**config.mk**
```make
export PLATFORM = sky130hd
export DESIGN_NAME = fpdwp_top
export DESIGN_NICKNAME = d
export VERILOG_FILES = /design/src/verilog/fpdwp_pkg.sv /design/src/verilog/fpdwp_protect_check.sv /design/src/verilog/fpdwp_top.sv
export VERILOG_INCLUDE_DIRS = /design/src /design/src/verilog
export SDC_FILE = /design/constraint.sdc
export NUM_CORES = 1
export LEC_CHECK = 0
export ABC_AREA = 1
export BUFFER_PORTS_ARGS = -buffer_cell sky130_fd_sc_hd__buf_2
export CORE_MARGIN = 1
export CORE_UTILIZATION = 50
export CTS_CLUSTER_SIZE = 24
export DETAILED_ROUTE_END_ITERATION = 7
export PLACE_DENSITY_LB_ADDON = 0.08
export SKIP_LAST_GASP = 1
export SYNTH_ARGS = -nofsm -noshare
export SYNTH_HDL_FRONTEND = slang
export SYNTH_HIERARCHICAL = 1
export SYNTH_SLANG_ARGS = --single-unit
export TNS_END_PERCENT = 50
```
**constraint.sdc**
```tcl
create_clock -name clk_in -period 4 [get_ports clk_in]
set_input_delay 0.8 -clock clk_in [delete_from_list [all_inputs] [get_ports clk_in]]
set_output_delay 0.8 -clock clk_in [all_outputs]
set_load 0.005 [all_outputs]
```
**src/verilog/fpdwp_consts.svh**
```systemverilog
// constants for the flash program data and write-protect block
`ifndef FPDWP_CONSTS_SVH
`define FPDWP_CONSTS_SVH

// register offsets (byte addresses, one aligned word each)
`define FPDWP_OFF_DATA_LO 8'h00
`define FPDWP_OFF_DATA_HI 8'h04
`define FPDWP_OFF_SRC 8'h08
`define FPDWP_OFF_PWP 8'h0C
`define FPDWP_OFF_STATUS 8'h10

// protect register layout
`define FPDWP_PWP_UNLOCK_BIT 31
`define FPDWP_PWP_FIELD_MSB 23
`define FPDWP_PWP_FIELD_W 24
`define FPDWP_PWP_RESET 32'h80000000
`define FPDWP_WORD_RESET 32'h00000000
`define FPDWP_FIELD_RESET 24'h000000

// status register layout
`define FPDWP_ST_BLOCKED_BIT 0
`define FPDWP_ST_DONE_BIT 1
`define FPDWP_ST_OP_LSB 4

// flash address map
`define FPDWP_FLASH_UPPER 8'h1D
`define FPDWP_PAGE_BITS 11
`define FPDWP_ROW_BITS 8
`define FPDWP_DW_BITS 3

// operation codes
`define FPDWP_OP_DWORD 4'h2
`define FPDWP_OP_ROW 4'h3
`define FPDWP_OP_PAGE_ERASE 4'h4
`define FPDWP_OP_CHIP_ERASE 4'h7

`endif

```
**src/verilog/fpdwp_pkg.sv**
```systemverilog
// types shared by the flash program data and write-protect block
`default_nettype none
package fpdwp_pkg;

  typedef logic [31:0] fpdwp_word_t;

  typedef enum logic [1:0] {
    FPDWP_IDLE,
    FPDWP_ISSUE
  } fpdwp_state_e;

endpackage
`default_nettype wire

```
**src/verilog/fpdwp_protect_check.sv**
```systemverilog
// page write-protect comparison against the boundary field
`timescale 1ns/100ps
`default_nettype none
`include "fpdwp_consts.svh"

module fpdwp_protect_check
  import fpdwp_pkg::*;
(
  input wire logic [`FPDWP_PWP_FIELD_W-1:0] boundary_in,
  input wire fpdwp_word_t addr_in,
  input wire logic whole_in,
  output logic protected_out
);

  logic [32:0] base;
  logic [32:0] top;
  logic partial;

  // ****************************************************************
  // boundary rounded up to the end of the page it falls in
  // ****************************************************************
  always_comb begin
    base = {1'b0, `FPDWP_FLASH_UPPER, boundary_in[`FPDWP_PWP_FIELD_W-1:`FPDWP_PAGE_BITS],
            {`FPDWP_PAGE_BITS{1'b0}}};
    partial = |boundary_in[`FPDWP_PAGE_BITS-1:0];
    top = base + (partial ? (33'h1 << `FPDWP_PAGE_BITS) : 33'h0);
    if (boundary_in == '0) begin
      protected_out = 1'b0;
    end else if (whole_in) begin
      // a whole erase needs every page unprotected
      protected_out = 1'b1;
    end else begin
      protected_out = ({1'b0, addr_in} < top);
    end
  end

endmodule // fpdwp_protect_check
`default_nettype wire

```
**src/verilog/fpdwp_top.sv**
```systemverilog
// flash program data, source address and page write-protect registers
// Behaviour
// - double-word writes high:low data to target
// - data, source, protect cleared only by power-on
// - row program fetches from source address register
// - protect register frozen once unlock bit clear
// - unlock bit only clearable; any reset sets
// - addresses below 0x1D boundary are protected
// - zero boundary field disables all protection
// - partial page boundary protects whole page
// - protect writes need completed key unlock
// - protect bits 30 to 24 read zero
// - opcodes 2 dword, 3 row, 4 page, 7 whole
// - dword ignores target address bits 2..0
//
// Our own choices: the plain strobed port and the placing of the registers.
`timescale 1ns/100ps
`default_nettype none
`include "fpdwp_consts.svh"

module fpdwp_top
  import fpdwp_pkg::*;
(
  input wire logic clk_in,
  input wire logic rst_n_in,
  input wire logic por_n_in,
  input wire logic [7:0] reg_addr_in,
  input wire logic [31:0] reg_wdata_in,
  input wire logic reg_wr_in,
  input wire logic reg_rd_in,
  output logic [31:0] reg_rdata_out,
  input wire logic key_unlocked_in,
  input wire logic op_start_in,
  input wire logic [3:0] flash_operation_code_in,
  input wire logic [31:0] flash_target_address_in,
  output logic flash_wr_out,
  output logic [31:0] flash_wr_addr_out,
  output logic [63:0] flash_wr_data_out,
  output logic row_fetch_out,
  output logic [31:0] row_fetch_addr_out,
  output logic page_erase_out,
  output logic chip_erase_out,
  output logic op_blocked_out
);

  // ****************************************************************
  // decode helpers
  // ****************************************************************
  function automatic logic hit(input logic [7:0] a, input logic [7:0] off);
    hit = (a == off);
  endfunction

  logic any_rst;
  assign any_rst = !rst_n_in || !por_n_in;

  logic wr_lo;
  logic wr_hi;
  logic wr_src;
  logic wr_pwp;
  logic wr_st;
  assign wr_lo = reg_wr_in && hit(reg_addr_in, `FPDWP_OFF_DATA_LO);
  assign wr_hi = reg_wr_in && hit(reg_addr_in, `FPDWP_OFF_DATA_HI);
  assign wr_src = reg_wr_in && hit(reg_addr_in, `FPDWP_OFF_SRC);
  assign wr_pwp = reg_wr_in && hit(reg_addr_in, `FPDWP_OFF_PWP);
  assign wr_st = reg_wr_in && hit(reg_addr_in, `FPDWP_OFF_STATUS);

  // ****************************************************************
  // data words and source address
  // ****************************************************************
  fpdwp_word_t data_q [2];
  fpdwp_word_t src_q;
  logic [1:0] wr_data;
  assign wr_data = {wr_hi, wr_lo};

  genvar gi;
  generate
    for (gi = 0; gi < 2; gi++) begin : g_data
      // only power-on clears these; system reset leaves them alone
      always_ff @(posedge clk_in) begin
        if (!por_n_in) begin
          data_q[gi] <= `FPDWP_WORD_RESET;
        end else if (wr_data[gi]) begin
          data_q[gi] <= reg_wdata_in;
        end
      end
    end
  endgenerate

  always_ff @(posedge clk_in) begin
    if (!por_n_in) begin
      src_q <= `FPDWP_WORD_RESET;
    end else if (wr_src) begin
      src_q <= reg_wdata_in;
    end
  end

  // ****************************************************************
  // write-protect register
  // ****************************************************************
  logic unlock_q;
  logic [`FPDWP_PWP_FIELD_W-1:0] field_q;
  logic pwp_we;
  assign pwp_we = wr_pwp && key_unlocked_in && unlock_q;

  // any reset reopens the register, writes may only close it
  always_ff @(posedge clk_in) begin
    if (any_rst) begin
      unlock_q <= 1'b1;
    end else if (pwp_we && !reg_wdata_in[`FPDWP_PWP_UNLOCK_BIT]) begin
      unlock_q <= 1'b0;
    end
  end

  always_ff @(posedge clk_in) begin
    if (!por_n_in) begin
      field_q <= `FPDWP_FIELD_RESET;
    end else if (pwp_we) begin
      field_q <= reg_wdata_in[`FPDWP_PWP_FIELD_MSB:0];
    end
  end

  // ****************************************************************
  // protection check and operation sequencing
  // ****************************************************************
  logic prot_c;
  fpdwp_protect_check u_check (
    .boundary_in(field_q),
    .addr_in(flash_target_address_in),
    .whole_in(flash_operation_code_in == `FPDWP_OP_CHIP_ERASE),
    .protected_out(prot_c)
  );

  fpdwp_state_e state_q;
  logic [3:0] op_q;
  fpdwp_word_t addr_q;
  logic prot_q;
  logic known_op;
  assign known_op = (flash_operation_code_in == `FPDWP_OP_DWORD) ||
                    (flash_operation_code_in == `FPDWP_OP_ROW) ||
                    (flash_operation_code_in == `FPDWP_OP_PAGE_ERASE) ||
                    (flash_operation_code_in == `FPDWP_OP_CHIP_ERASE);

  // starts while a request is issuing are dropped
  always_ff @(posedge clk_in) begin
    if (any_rst) begin
      state_q <= FPDWP_IDLE;
    end else begin
      case (state_q)
        FPDWP_IDLE: begin
          if (op_start_in && known_op) begin
            state_q <= FPDWP_ISSUE;
          end
        end
        FPDWP_ISSUE: begin
          state_q <= FPDWP_IDLE;
        end
        default: begin
          state_q <= FPDWP_IDLE;
        end
      endcase
    end
  end

  always_ff @(posedge clk_in) begin
    if (any_rst) begin
      op_q <= 4'h0;
      addr_q <= 32'h00000000;
      prot_q <= 1'b0;
    end else if (state_q == FPDWP_IDLE && op_start_in) begin
      op_q <= flash_operation_code_in;
      addr_q <= flash_target_address_in;
      prot_q <= prot_c;
    end
  end

  // ****************************************************************
  // flash request outputs, one-cycle pulses
  // ****************************************************************
  logic go;
  assign go = (state_q == FPDWP_ISSUE) && !prot_q;

  always_ff @(posedge clk_in) begin
    if (any_rst) begin
      flash_wr_out <= 1'b0;
      row_fetch_out <= 1'b0;
      page_erase_out <= 1'b0;
      chip_erase_out <= 1'b0;
    end else begin
      flash_wr_out <= go && (op_q == `FPDWP_OP_DWORD);
      row_fetch_out <= go && (op_q == `FPDWP_OP_ROW);
      page_erase_out <= go && (op_q == `FPDWP_OP_PAGE_ERASE);
      chip_erase_out <= go && (op_q == `FPDWP_OP_CHIP_ERASE);
    end
  end

  // address and data hold their values between requests
  always_ff @(posedge clk_in) begin
    if (any_rst) begin
      flash_wr_addr_out <= 32'h00000000;
      flash_wr_data_out <= 64'h0000000000000000;
      row_fetch_addr_out <= 32'h00000000;
    end else if (go) begin
      case (op_q)
        `FPDWP_OP_DWORD: begin
          flash_wr_addr_out <= {addr_q[31:`FPDWP_DW_BITS], {`FPDWP_DW_BITS{1'b0}}};
          flash_wr_data_out <= {data_q[1], data_q[0]};
        end
        `FPDWP_OP_ROW: begin
          flash_wr_addr_out <= {addr_q[31:`FPDWP_ROW_BITS], {`FPDWP_ROW_BITS{1'b0}}};
          row_fetch_addr_out <= src_q;
        end
        `FPDWP_OP_PAGE_ERASE: begin
          flash_wr_addr_out <= {addr_q[31:`FPDWP_PAGE_BITS], {`FPDWP_PAGE_BITS{1'b0}}};
        end
        default: begin
          flash_wr_addr_out <= flash_wr_addr_out;
        end
      endcase
    end
  end

  // ****************************************************************
  // status: sticky blocked flag, a new block wins over a clear
  // ****************************************************************
  logic blocked_q;
  logic done_q;
  logic [3:0] last_op_q;

  always_ff @(posedge clk_in) begin
    if (any_rst) begin
      blocked_q <= 1'b0;
    end else if (state_q == FPDWP_ISSUE && prot_q) begin
      blocked_q <= 1'b1;
    end else if (wr_st && reg_wdata_in[`FPDWP_ST_BLOCKED_BIT]) begin
      blocked_q <= 1'b0;
    end
  end

  always_ff @(posedge clk_in) begin
    if (any_rst) begin
      done_q <= 1'b0;
      last_op_q <= 4'h0;
    end else if (state_q == FPDWP_ISSUE) begin
      done_q <= !prot_q;
      last_op_q <= op_q;
    end
  end

  always_ff @(posedge clk_in) begin
    if (any_rst) begin
      op_blocked_out <= 1'b0;
    end else begin
      op_blocked_out <= blocked_q;
    end
  end

  // ****************************************************************
  // read port, data in the cycle after the strobe
  // ****************************************************************
  always_ff @(posedge clk_in) begin
    if (any_rst) begin
      reg_rdata_out <= 32'h00000000;
    end else if (reg_rd_in) begin
      case (reg_addr_in)
        `FPDWP_OFF_DATA_LO: reg_rdata_out <= data_q[0];
        `FPDWP_OFF_DATA_HI: reg_rdata_out <= data_q[1];
        `FPDWP_OFF_SRC: reg_rdata_out <= src_q;
        `FPDWP_OFF_PWP: reg_rdata_out <= {unlock_q, 7'h00, field_q};
        `FPDWP_OFF_STATUS: reg_rdata_out <= {24'h000000, last_op_q, 2'h0, done_q, blocked_q};
        default: reg_rdata_out <= 32'h00000000;
      endcase
    end else begin
      reg_rdata_out <= 32'h00000000;
    end
  end

  // ****************************************************************
  // assertions
  // ****************************************************************
  a_dword_data: assert property (@(posedge clk_in) disable iff (any_rst)
    (go && op_q == `FPDWP_OP_DWORD) |=>
      flash_wr_out && flash_wr_data_out == {$past(data_q[1]), $past(data_q[0])})
    else $error("double-word data not high:low");

  a_data_keep: assert property (@(posedge clk_in) disable iff (!por_n_in)
    (!rst_n_in && !wr_lo && !wr_hi) |=> $stable(data_q[0]) && $stable(data_q[1]))
    else $error("data words changed by system reset");

  a_row_source: assert property (@(posedge clk_in) disable iff (any_rst)
    row_fetch_out |-> row_fetch_addr_out == $past(src_q))
    else $error("row fetch address is not the source address");

  a_locked_frozen: assert property (@(posedge clk_in) disable iff (!por_n_in)
    (!unlock_q && rst_n_in) |=> $stable(field_q))
    else $error("protect field changed while locked");

  a_unlock_one_way: assert property (@(posedge clk_in) disable iff (!por_n_in)
    (rst_n_in && $past(rst_n_in)) |-> !$rose(unlock_q))
    else $error("unlock bit set without reset");

  a_prot_blocks: assert property (@(posedge clk_in) disable iff (any_rst)
    (state_q == FPDWP_IDLE && op_start_in && known_op && prot_c) |-> ##2
      (!flash_wr_out && !row_fetch_out && !page_erase_out && !chip_erase_out && blocked_q))
    else $error("protected target was modified");

  a_zero_field: assert property (@(posedge clk_in) disable iff (any_rst)
    (field_q == '0) |-> !prot_c)
    else $error("zero boundary still protects");

  a_nokey_ignored: assert property (@(posedge clk_in) disable iff (any_rst)
    (wr_pwp && !key_unlocked_in) |=> $stable(field_q) && $stable(unlock_q))
    else $error("protect write taken without key");

  a_reserved_zero: assert property (@(posedge clk_in) disable iff (any_rst)
    (reg_rd_in && reg_addr_in == `FPDWP_OFF_PWP) |=> reg_rdata_out[30:24] == 7'h00)
    else $error("protect reserved bits not zero");

  a_dword_align: assert property (@(posedge clk_in) disable iff (any_rst)
    flash_wr_out |-> flash_wr_addr_out[2:0] == 3'h0)
    else $error("double-word address not aligned");

  a_below_boundary: assert property (@(posedge clk_in) disable iff (any_rst)
    (field_q != '0 && flash_target_address_in[31:`FPDWP_PAGE_BITS] <
      {`FPDWP_FLASH_UPPER, field_q[`FPDWP_PWP_FIELD_MSB:`FPDWP_PAGE_BITS]}) |-> prot_c)
    else $error("page below boundary not protected");

  a_partial_page: assert property (@(posedge clk_in) disable iff (any_rst)
    (field_q[`FPDWP_PAGE_BITS-1:0] != '0 && flash_target_address_in[31:`FPDWP_PAGE_BITS] ==
      {`FPDWP_FLASH_UPPER, field_q[`FPDWP_PWP_FIELD_MSB:`FPDWP_PAGE_BITS]}) |-> prot_c)
    else $error("boundary page not protected");

  a_above_open: assert property (@(posedge clk_in) disable iff (any_rst)
    (flash_operation_code_in != `FPDWP_OP_CHIP_ERASE && flash_target_address_in[31:`FPDWP_PAGE_BITS] >
      {`FPDWP_FLASH_UPPER, field_q[`FPDWP_PWP_FIELD_MSB:`FPDWP_PAGE_BITS]}) |-> !prot_c)
    else $error("page above boundary protected");

  a_unknown_op: assert property (@(posedge clk_in) disable iff (any_rst)
    (state_q == FPDWP_IDLE && op_start_in && !known_op) |-> ##2
      (!flash_wr_out && !row_fetch_out && !page_erase_out && !chip_erase_out))
    else $error("reserved opcode started a request");

  a_row_align: assert property (@(posedge clk_in) disable iff (any_rst)
    row_fetch_out |-> flash_wr_addr_out[`FPDWP_ROW_BITS-1:0] == 8'h00)
    else $error("row address not aligned");

endmodule // fpdwp_top
`default_nettype wire

```
Yosys cells after proc, flatten, opt, wreduce, memory -nomap -nowiden

Memory sizes are Yosys's and may differ from the RTL's.
Cells that the tools add are included.

Flip-flop bits (word level): 266
RAM bits: 64
Bits of input ports: 83
Output and inout port bits: 165
Logic and storage cells: 90
Memories: 1

$add $sub $neg: 1
Magnitude comparators: 1
Eq/ne operators: 12
Mux-type cells: 16
Bitwise operators: 4
Reductions and logical operators: 36

Memories:

| name   | words | bits a word | read ports | clocked after memory_dff | wr ports | line            | source |
|---|---|---|---|---|---|---|---|
| data_q | 2     | 32          | 2          | 0                        | 2        | fpdwp_top.sv:70 | `fpdwp_word_t data_q [2];` |

Operators with widths:

| kind                                                | number |
|---|---|
| one-hot mux 32 bit (5 select lines)                 | 1 |
| one-hot mux 32 bit (3 select lines)                 | 1 |
| 2-to-1 mux 32 bit                                   | 2 |
| adder 29 x 33 -> 33 bit                             | 1 |
| < comparator 32 x 33 -> 1 bit                       | 1 |
| logical NOT 24 bit                                  | 1 |
| logical AND 1 bit                                   | 17 |
| equality test 4 x 2 -> 1 bit, second input constant | 4 |
| equality test 4 x 3 -> 1 bit, second input constant | 4 |
| equality test 8 x 4 -> 1 bit, second input constant | 2 |
| 2-to-1 mux 12 bit                                   | 1 |
| 2-to-1 mux 1 bit                                    | 11 |
| OR reduction 11 bit                                 | 1 |
| equality test 8 x 3 -> 1 bit, second input constant | 1 |
| equality test 8 x 5 -> 1 bit, second input constant | 1 |
| logical NOT 8 bit                                   | 1 |
| AND reduction 2 bit                                 | 3 |
| logical NOT 1 bit                                   | 4 |
| logical OR 1 bit                                    | 4 |
| OR reduction 2 bit                                  | 2 |
| nonzero test 3 bit                                  | 1 |
| logical NOT 2 bit                                   | 1 |
| NOT 1 bit                                           | 2 |
| OR 1 bit                                            | 2 |
| nonzero test 2 bit                                  | 1 |

Logic depth before layout (Yosys ltp)

Gate-level depths: netlist of run 1.

Depth after elaboration: 6
Mapped depth: 20
Mapped depth without buffers: 20

By module

Netlist of run 1, hierarchy kept.

By module, submodules not included:

| module              | instances | cells each | area each (um^2) | sequential area each (um^2) |
|---|---|---|---|---|
| fpdwp_top           | 1         | 1535       | 12319.3          | 7126.8 |
| fpdwp_protect_check | 1         | 122        | 726.9            | 0.0 |

Least setup slack after synthesis of run 1

No wires, ideal clock.

Path type: input to register
From: input port reg_addr_in[5]
To: memory data_q[1][0] (netlist name) (enable)
Setup time: 0.466 ns
Data arrival time: 3.771 ns
Required time: 3.534 ns
Path slack: -0.236 ns
Stages: 7
Path buffers: 2
Cell sequence: nor2_1 nand2_1 inv_2 buf_2 buf_2 nand2_1 o21ai_0

RTL lines:

| element            | line            | source |
|---|---|---|
| start: declaration | fpdwp_top.sv:27 | `input wire logic [7:0] reg_addr_in,` |
| end: declaration   | fpdwp_top.sv:70 |  |

Worst setup path in the final report of run 1

From: register field_q[4]
To: register prot_q

Word-level cells in the longest chain between the ends: 6
Elaborated cells between the ends (all ways): 7
Classes of those cells: add/sub: 1; order compare: 1; mux: 3; reduce/logical: 2

RTL lines:

| element                       | line                      | source |
|---|---|---|
| start: declaration            | fpdwp_top.sv:101          | `` logic [`FPDWP_PWP_FIELD_W-1:0] field_q; `` |
| start signal: assignment      | fpdwp_top.sv:116          | `` field_q <= `FPDWP_FIELD_RESET; `` |
| start signal: assignment      | fpdwp_top.sv:118          | `` field_q <= reg_wdata_in[`FPDWP_PWP_FIELD_MSB:0]; `` |
| OR reduction 11 bit           | fpdwp_protect_check.sv:25 | `` partial = \|boundary_in[`FPDWP_PAGE_BITS-1:0]; `` |
| 2-to-1 mux 12 bit             | fpdwp_protect_check.sv:26 | `` top = base + (partial ? (33'h1 << `FPDWP_PAGE_BITS) : 33'h0); `` |
| adder 29 x 33 -> 33 bit       | fpdwp_protect_check.sv:26 |  |
| < comparator 32 x 33 -> 1 bit | fpdwp_protect_check.sv:33 | `protected_out = ({1'b0, addr_in} < top);` |
| 2-to-1 mux 1 bit              | fpdwp_protect_check.sv:29 | `end else if (whole_in) begin` |
| 2-to-1 mux 1 bit *            | fpdwp_protect_check.sv:27 | `if (boundary_in == '0) begin` |
| via prot_c                    | fpdwp_top.sv:125          | `logic prot_c;` |
| end signal: assignment        | fpdwp_top.sv:172          | `prot_q <= prot_c;` |
| end: declaration              | fpdwp_top.sv:136          | `logic prot_q;` |

Mark *: on every way through the listed nets, which the timed path passes. The rest lies on a longest branch.
A chain may end at the register's enable or synchronous reset.

==> results of run 1 <==
-- area by class of cell --
class / instances / area (um^2)
antenna: 2 / 5.00
multi-input combinational: 1131 / 5030
tap: 330 / 413
clock buffer: 55 / 1070
sequential: 324 / 7130
fill: 2404 / 9900
clock inverter: 6 / 56.3
timing repair buffer: 263 / 1370
inverter: 110 / 415
-- per-layer routing --
layer / wire length [um] / share of wire (%) / up-vias / GRT usage, %
met2: 17500 / 48 / 423 / 45.0
met4: 1010 / 2.7 / 2 / 8.84
li1: - / - / 5703 / -
met1: 15700 / 43 / 5188 / 36.1
met5: 13 / 0.035 / - / 0
met3: 2620 / 7.1 / 66 / 4.01
-- cells in the final DEF (no fill, tap or decap), types with 2 or more instances in the layout --
| cell type | netlist | layout |
|---|---|---|
| nor3_1 | 6 | 6 |
| dfxtp_1 | 260 | 260 |
| clkinv_2 | 1 | 5 |
| xnor2_1 | 4 | 4 |
| buf_4 | 11 | 22 |
| nor2_1 | 485 | 485 |
| nand3_1 | 105 | 105 |
| xor2_1 | 7 | 7 |
| nand4_1 | 5 | 5 |
| conb_1 | 1 | 3 |
| nor2_4 | 3 | 3 |
| nor4_1 | 6 | 6 |
| edfxtp_1 | 64 | 64 |
| buf_2 | 35 | 241 |
| clkbuf_8 | 0 | 6 |
| inv_1 | 99 | 99 |
| nand2_4 | 2 | 2 |
| clkbuf_16 | 0 | 38 |
| nor2_2 | 7 | 7 |
| o21ai_1 | 14 | 14 |
| ha_1 | 16 | 16 |
| clkbuf_1 | 40 | 11 |
| diode_2 | 0 | 2 |
| o21ai_0 | 170 | 169 |
| nand2_1 | 236 | 236 |
| a21oi_1 | 52 | 52 |
| nand3_2 | 2 | 2 |
| nand2_2 | 3 | 3 |
| inv_2 | 10 | 9 |
-- tightest hold or removal path, delay by kind of cell (launching register included) --
kind	cells	cell delay [ns]
simple gates	1	0.06
compound gates	1	0.05
flops	1	0.30
-- report_power, final --
part	leakage, nW	internal, W	switching (W)
clock network	0.552	0.00191	0.00126
registers	2.71	0.00338	0.0000326
logic	3.61	0.0000789	0.000185
-- cell families (layout without fill, tap and decap cells) --
kind of cell | Yosys count | after routing | share of synthesized area [%]
other | 1 | 5 | 0.0287
AND/OR/NAND/NOR | 863 | 863 | 26.8
AO/OA/AOI/OAI | 238 | 238 | 9.24
adder cells (fa/ha/maj) | 16 | 16 | 1.53
buffers and inverters | 204 | 434 | 6.99
flip-flops | 324 | 324 | 54.6
XOR/XNOR | 11 | 11 | 0.738
-- final timing paths --
kind,start,endpoint,slack [ns],cells past startpoint
setup reg to reg,field_q[4]$_SDFFE_PN0P_,prot_q$_SDFFE_PP0P_,0.77,19
hold reg to reg,row_fetch_addr_out[2]$_SDFFE_PP0P_,row_fetch_addr_out[2]$_SDFFE_PP0P_,0.46,2
setup / recovery,field_q[4]$_SDFFE_PN0P_,prot_q$_SDFFE_PP0P_,0.77,19
hold / removal,row_fetch_addr_out[2]$_SDFFE_PP0P_,row_fetch_addr_out[2]$_SDFFE_PP0P_,0.46,2
-- per-stage QoR --
stage          total power, W  hold WS, ns
3_5_place_dp          0.00374        0.452
2_1_floorplan         0.00362        0.419
5_1_grt               0.00704        0.474
3_3_place_gp          0.00374        0.447
6_report              0.00684        0.457
4_1_cts               0.00689        0.460
-- flip-flops by register name, indices dropped and copies added, names as in the netlist, 4 cells and up --
signal and flops:
src_q 32, data_q 64, row_fetch_addr_out 32, reg_rdata_out 32
op_q 4, field_q 24, flash_wr_data_out 64, addr_q 29
last_op_q 4, flash_wr_addr_out 29
==> qor.txt, run 1 <==
Number of vias in the routed layout: 11400
Latest clock arrival within the worst-skew pair: 0.52 ns
Final period demand of the worst path: 3.23 ns
Clock slew at reported path FFs: 0.06 ns
Ports: 248
Main synth FF type: dfxtp_1
ANT nets after route: 0
Final total negative setup slack: 0 ns
Sink Count: 324
Proportion of netlist area held by the largest area contributor: 39.9%
Number of buffers added to fix hold violations after cts: 0
Instance count after placement with tap cells included: 2158
Worst slack, placed: 0.817 ns
Area growth, synth to finish: 18.8%
Core Region: 25400 um^2
Crit path largest cell delay: 0.45 ns
Run status: complete, no violations
Total of buffers placed on input and output ports: 241
Data required time at the worst endpoint: 4.39 ns
Number of synthesized flops with an enable pin: 64
RSZ-0062 raised after global routing: no
Inserted Clock Buffers: 35
Largest fanout on the critical path: 4
Fraction of synthesis flops using an asynchronous set or reset pin: 0%
Worst slew margin relative to its limit: 24.4%
Number of warnings issued by yosys: 6
Number of buffer and inverter instances along the worst setup path: 0
Maximum clock frequency: 0.310 GHz
Crit path launch type: register
Arrival time at the worst endpoint: 3.62 ns
Largest vdd supply drop: 320 uV
Pin count of the biggest net entering global routing: 126
Number of endpoints failing setup at the final stage: 0
Final Max Tran Viols: 0
Worst setup skew after layout: 0.0260 ns
Floorplan row count: 58
Total die area: 26700 um^2
Global route total overflow: 0
Mean Syn Cell Area: 7.87 um^2
Kind of end point of the critical path: register
Iter 0 DRT Violations: 1044
Starting Density: 51.4%
Slew @ Worst Pin: 1.13 ns
Initial antenna violation count: 2
Die width: 164 um
Global-route wire length before repair: 55.8 mm
Utilization after layout: 61.0%
Worst Hold Class: register to register
DRC violations left: 0
Largest cells by area after synthesis: dfxtp_1 (40%), edfxtp_1 (15%), nor2_1 (14%), nand2_1 (6.8%), o21ai_0 (6.5%)
Die H: 164 um
H-tree levels: 2
Unique masters post-synth: 31
Worst Setup Slack, final: 0.770 ns
Post-CTS Repair Setup Buffers: 0
Post-Syn Area: 13000 um^2
Number of global-route vias before repair: 10200
Static Leakage: 6.86 nW
CTS-repair resized insts: 0
Final Hold Vio Count: 0
DRT Wirelength: 36.8 mm
Clock tree from TritonCTS: done
Critical-path cell with the highest stage delay: nor4_1
CP Class: register to register
Cell type with the highest aggregate area in the netlist: dfxtp_1
Post-detailed-placement cell area: 14400 um^2
Number of vias per cell after detailed routing: 5.12
Most used standard cells in the synthesized netlist: nor2_1 (485), dfxtp_1 (260), nand2_1 (236), o21ai_0 (170), nand3_1 (105)
Routed length per instance: 16.6 um
Fraction of layout cells with a size suffix above 1: 18.3%
Pwr Density: 441 nW/um^2
Number of buffers on the longest clock path: 3
Weighted congestion reported at the end of routability-driven placement: 0.981
Cell-by-cell listing of the critical path: nor4_1 > nand3_1 > ha_1 > ha_1 > nand3_2 > nor2_2 > nand3_1 > nor2_2 > xnor2_1 > ha_1 > nand2_1 > nor2_1 > nand2_1 > nor2_1 > nand2_1 > nand3_1 > a21oi_1 > o21ai_0 > nor2_1
CTS Root Buffer Type: clkbuf_16
Net count of the finished layout: 1964
Kind of cell adding the most delay to the critical path: simple AND/OR/NAND/NOR gates
Total global routing track utilization: 27.1%
Leading cell type by number of instances after synthesis: nor2_1
First-pass DRT Iterations: 5
Half-perimeter wire length of the detailed placement result: 24.6 mm
Design Area, Final: 15500 um^2
Period utilisation layout: 80.8%
Non-Filler Instances: 2221
Number of max-capacitance violations reported: 0
Post-synthesis cell count: 1657
Register bit count reported by yosys: 324
Fraction of the yosys area taken by sequential cells: 54.6%
Note: power is estimated with default switching activity, not from simulation.
==> run 2, diff against run 1 <==
==> constraint.sdc (replaced) <==
create_clock -name clk_in -period 2.6 [get_ports clk_in]
set_input_delay 0.52 -clock clk_in [delete_from_list [all_inputs] [get_ports clk_in]]
set_output_delay 0.52 -clock clk_in [all_outputs]
set_load 0.005 [all_outputs]
==> run 2 against run 1 <==
Compared with the run above: clock power grew 57%; core utilization grew 1.4 points; largest power group unchanged; sequential share of layout area shrank 0.99 points; final area grew 2.2%; the run now ends with negative setup slack left; largest cell class unchanged; routed wire length grew 3.9%.
==> qor.txt, run 2 (same netlist as run 1, synthesis figures left out) <==
Clock slew at reported path FFs: 0.06 ns (about the same)
Number of cells on the worst hold path: 2 (unchanged)
Worst reg-to-reg path cell count: 19 (unchanged)
Largest registers: data_q: 64 flops, flash_wr_data_out: 64 flops (unchanged)
Area growth, synth to finish: 21.4% (was 18.8%)
Commonest cells after routing, fill and taps aside: nor2_1 (484), dfxtp_1 (257), buf_2 (241) (was nor2_1 (485), dfxtp_1 (260), buf_2 (241))
Non-Filler Instances: 2248 (was 2221)
Routed length per instance: 17.0 um (was 16.6 um)
Net count of the finished layout: 1989 (was 1964)
Arrival time at the worst endpoint: 3.18 ns (was 3.62 ns)
Data required time at the worst endpoint: 3.04 ns (was 4.39 ns)
Number of global-route vias before repair: 10800 (was 10200)
Crit path launch type: register (unchanged)
Final Max Tran Viols: 0 (unchanged)
Die H: 164 um (unchanged)
Pwr Density: 671 nW/um^2 (was 441 nW/um^2)
Total of buffers placed on input and output ports: 241 (unchanged)
CTS Root Buffer Type: clkbuf_16 (unchanged)
Design Area, Final: 15800 um^2 (was 15500 um^2)
Final Hold Vio Count: 0 (unchanged)
Period utilisation layout: 105% (was 80.8%)
DRT Wirelength: 38.3 mm (was 36.8 mm)
Pin count of the biggest net entering global routing: 80 (was 126)
Instance count after placement with tap cells included: 2181 (was 2158)
Slew @ Worst Pin: 0.704 ns (was 1.13 ns)
Total Power: 0.0106 W (was 0.00684 W)
Iter 0 DRT Violations: 917 (was 1044)
ANT nets after route: 0 (unchanged)
Core Region: 25400 um^2 (unchanged)
Number of buffers on the longest clock path: 3 (unchanged)
Worst Hold Class: primary input to register (was register to register)
First-pass DRT Iterations: 5 (unchanged)
Total global routing track utilization: 28.3% (was 27.1%)
Static Leakage: 7.03 nW (was 6.86 nW)
Number of buffers added to fix hold violations after cts: 0 (unchanged)
Largest vdd supply drop: 453 uV (was 320 uV)
Global-route wire length before repair: 58.2 mm (was 55.8 mm)
Number of vias in the routed layout: 11700 (was 11400)
Weighted congestion reported at the end of routability-driven placement: 0.916 (was 0.981)
Utilization after layout: 62.4% (was 61.0%)
Worst Setup Slack, final: -0.135 ns (was 0.770 ns)
Maximum clock frequency: 0.366 GHz (was 0.310 GHz)
Inserted Clock Buffers: 36 (was 35)
Critical-path cell with the highest stage delay: dfxtp_2 (was nor4_1)
Violated checks: negative setup slack
Number of endpoints failing setup at the final stage: 1 (was 0)
Global route total overflow: 0 (unchanged)
Sink Count: 324 (unchanged)
Leading cell type in the layout, fill and taps excluded: nor2_1 (unchanged)
Half-perimeter wire length of the detailed placement result: 26.4 mm (was 24.6 mm)
Total die area: 26700 um^2 (unchanged)
Run status: complete, but fails checks (was complete, no violations)
Number of vias per cell after detailed routing: 5.21 (was 5.12)
Fraction of layout cells with a size suffix above 1: 20.1% (was 18.3%)
Floorplan row count: 58 (unchanged)
Kind of end point of the critical path: register (unchanged)
Number of max-capacitance violations reported: 0 (unchanged)
Ports: 248 (unchanged)
Clock tree from TritonCTS: done (unchanged)
H-tree levels: 2 (unchanged)
Largest fanout on the critical path: 2 (was 4)
RSZ-0062 raised after global routing: yes (was no)
Worst setup skew after layout: 0.0113 ns (was 0.0260 ns)
Initial antenna violation count: 6 (was 2)
CP Class: register to register (unchanged)
Latest clock arrival within the worst-skew pair: 0.50 ns (was 0.52 ns)
Final period demand of the worst path: 2.73 ns (was 3.23 ns)
Crit path largest cell delay: 0.33 ns (was 0.45 ns)
DRC violations left: 0 (unchanged)
Worst slew margin relative to its limit: 53.0% (was 24.4%)
Die width: 164 um (unchanged)
Cell-by-cell listing of the critical path: nor4_4 > nand3_2 > ha_4 > ha_4 > nand3_2 > nor2_2 > nand3_2 > buf_4 > xor2_2 > ha_1 > nand2_1 > a21oi_1 > nor2_1 > nand2_1 > nand2_1 > nand3_1 > a21oi_1 > o21ai_1 > nor2_1 (was nor4_1 > nand3_1 > ha_1 > ha_1 > nand3_2 > nor2_2 > nand3_1 > nor2_2 > xnor2_1 > ha_1 > nand2_1 > nor2_1 > nand2_1 > nor2_1 > nand2_1 > nand3_1 > a21oi_1 > o21ai_0 > nor2_1)
Post-detailed-placement cell area: 14600 um^2 (was 14400 um^2)
Starting Density: 51.4% (unchanged)
==> run 2: power breakdown <==
| part | switching (W) | internal (W) |
|---|---|---|
| logic | 0.000297 | 0.000129 |
| clock network | 0.00201 | 0.00295 |
| registers | 0.0000500 | 0.00520 |
==> run 2: layout make-up <==
type,count,area (um^2)
fill,2374,9560
sequential,324,7130
multi-input combinational,1131,5110
timing repair buffer,287,1610
clock buffer,51,1060
inverter,110,415
tap,330,413
clock inverter,12,95.1
antenna,3,7.51
==> run 2: what timing repair did <==
item	in CTS	in global routing
setup buffers	0	1
pin swaps	6	11
setup endpoints to repair	1	1
gates resized for setup	7	10
==> run 2: stage by stage <==
stage / setup TNS [ns] / hold WS, ns / setup slack (ns)
5_1_grt: -0.314 / 0.210 / -0.314
2_1_floorplan: -0.0348 / 0.419 / -0.0348
4_1_cts: -0.146 / 0.190 / -0.146
3_3_place_gp: -0.260 / 0.447 / -0.260
3_5_place_dp: -0.350 / 0.450 / -0.350
6_report: -0.135 / 0.212 / -0.135
==> run 2: path summary, 6_finish.rpt <==
| kind | from | endpoint | slack, ns |
|---|---|---|---|
| setup / recovery | field_q[7]$_SDFFE_PN0P_ | prot_q$_SDFFE_PP0P_ | -0.13 |
| setup reg to reg | field_q[7]$_SDFFE_PN0P_ | prot_q$_SDFFE_PP0P_ | -0.13 |
| hold / removal | flash_operation_code_in[3] | state_q[0]$_SDFFE_PP0P_ | 0.21 |
| hold reg to reg | row_fetch_addr_out[5]$_SDFFE_PP0P_ | row_fetch_addr_out[5]$_SDFFE_PP0P_ | 0.46 |
==> run 2: worst max-delay path: cells and delay by family, from the launching register on <==
family / cells / cell delay (ns)
flip-flops: 1 / 0.33
buffers and inverters: 1 / 0.13
adder cells (fa/ha/maj): 3 / 0.64
AND/OR/NAND/NOR: 11 / 1.14
AO/OA/AOI/OAI: 3 / 0.29
XOR/XNOR: 1 / 0.14
==> run 2: per-layer routing <==
layer	global-route usage [%]	share of wire [%]	vias up
met5	0	0.071	-
met4	11.0	3.2	4
met3	4.37	6.6	80
met2	46.5	47	435
met1	37.3	44	5435
li1	-	-	5762
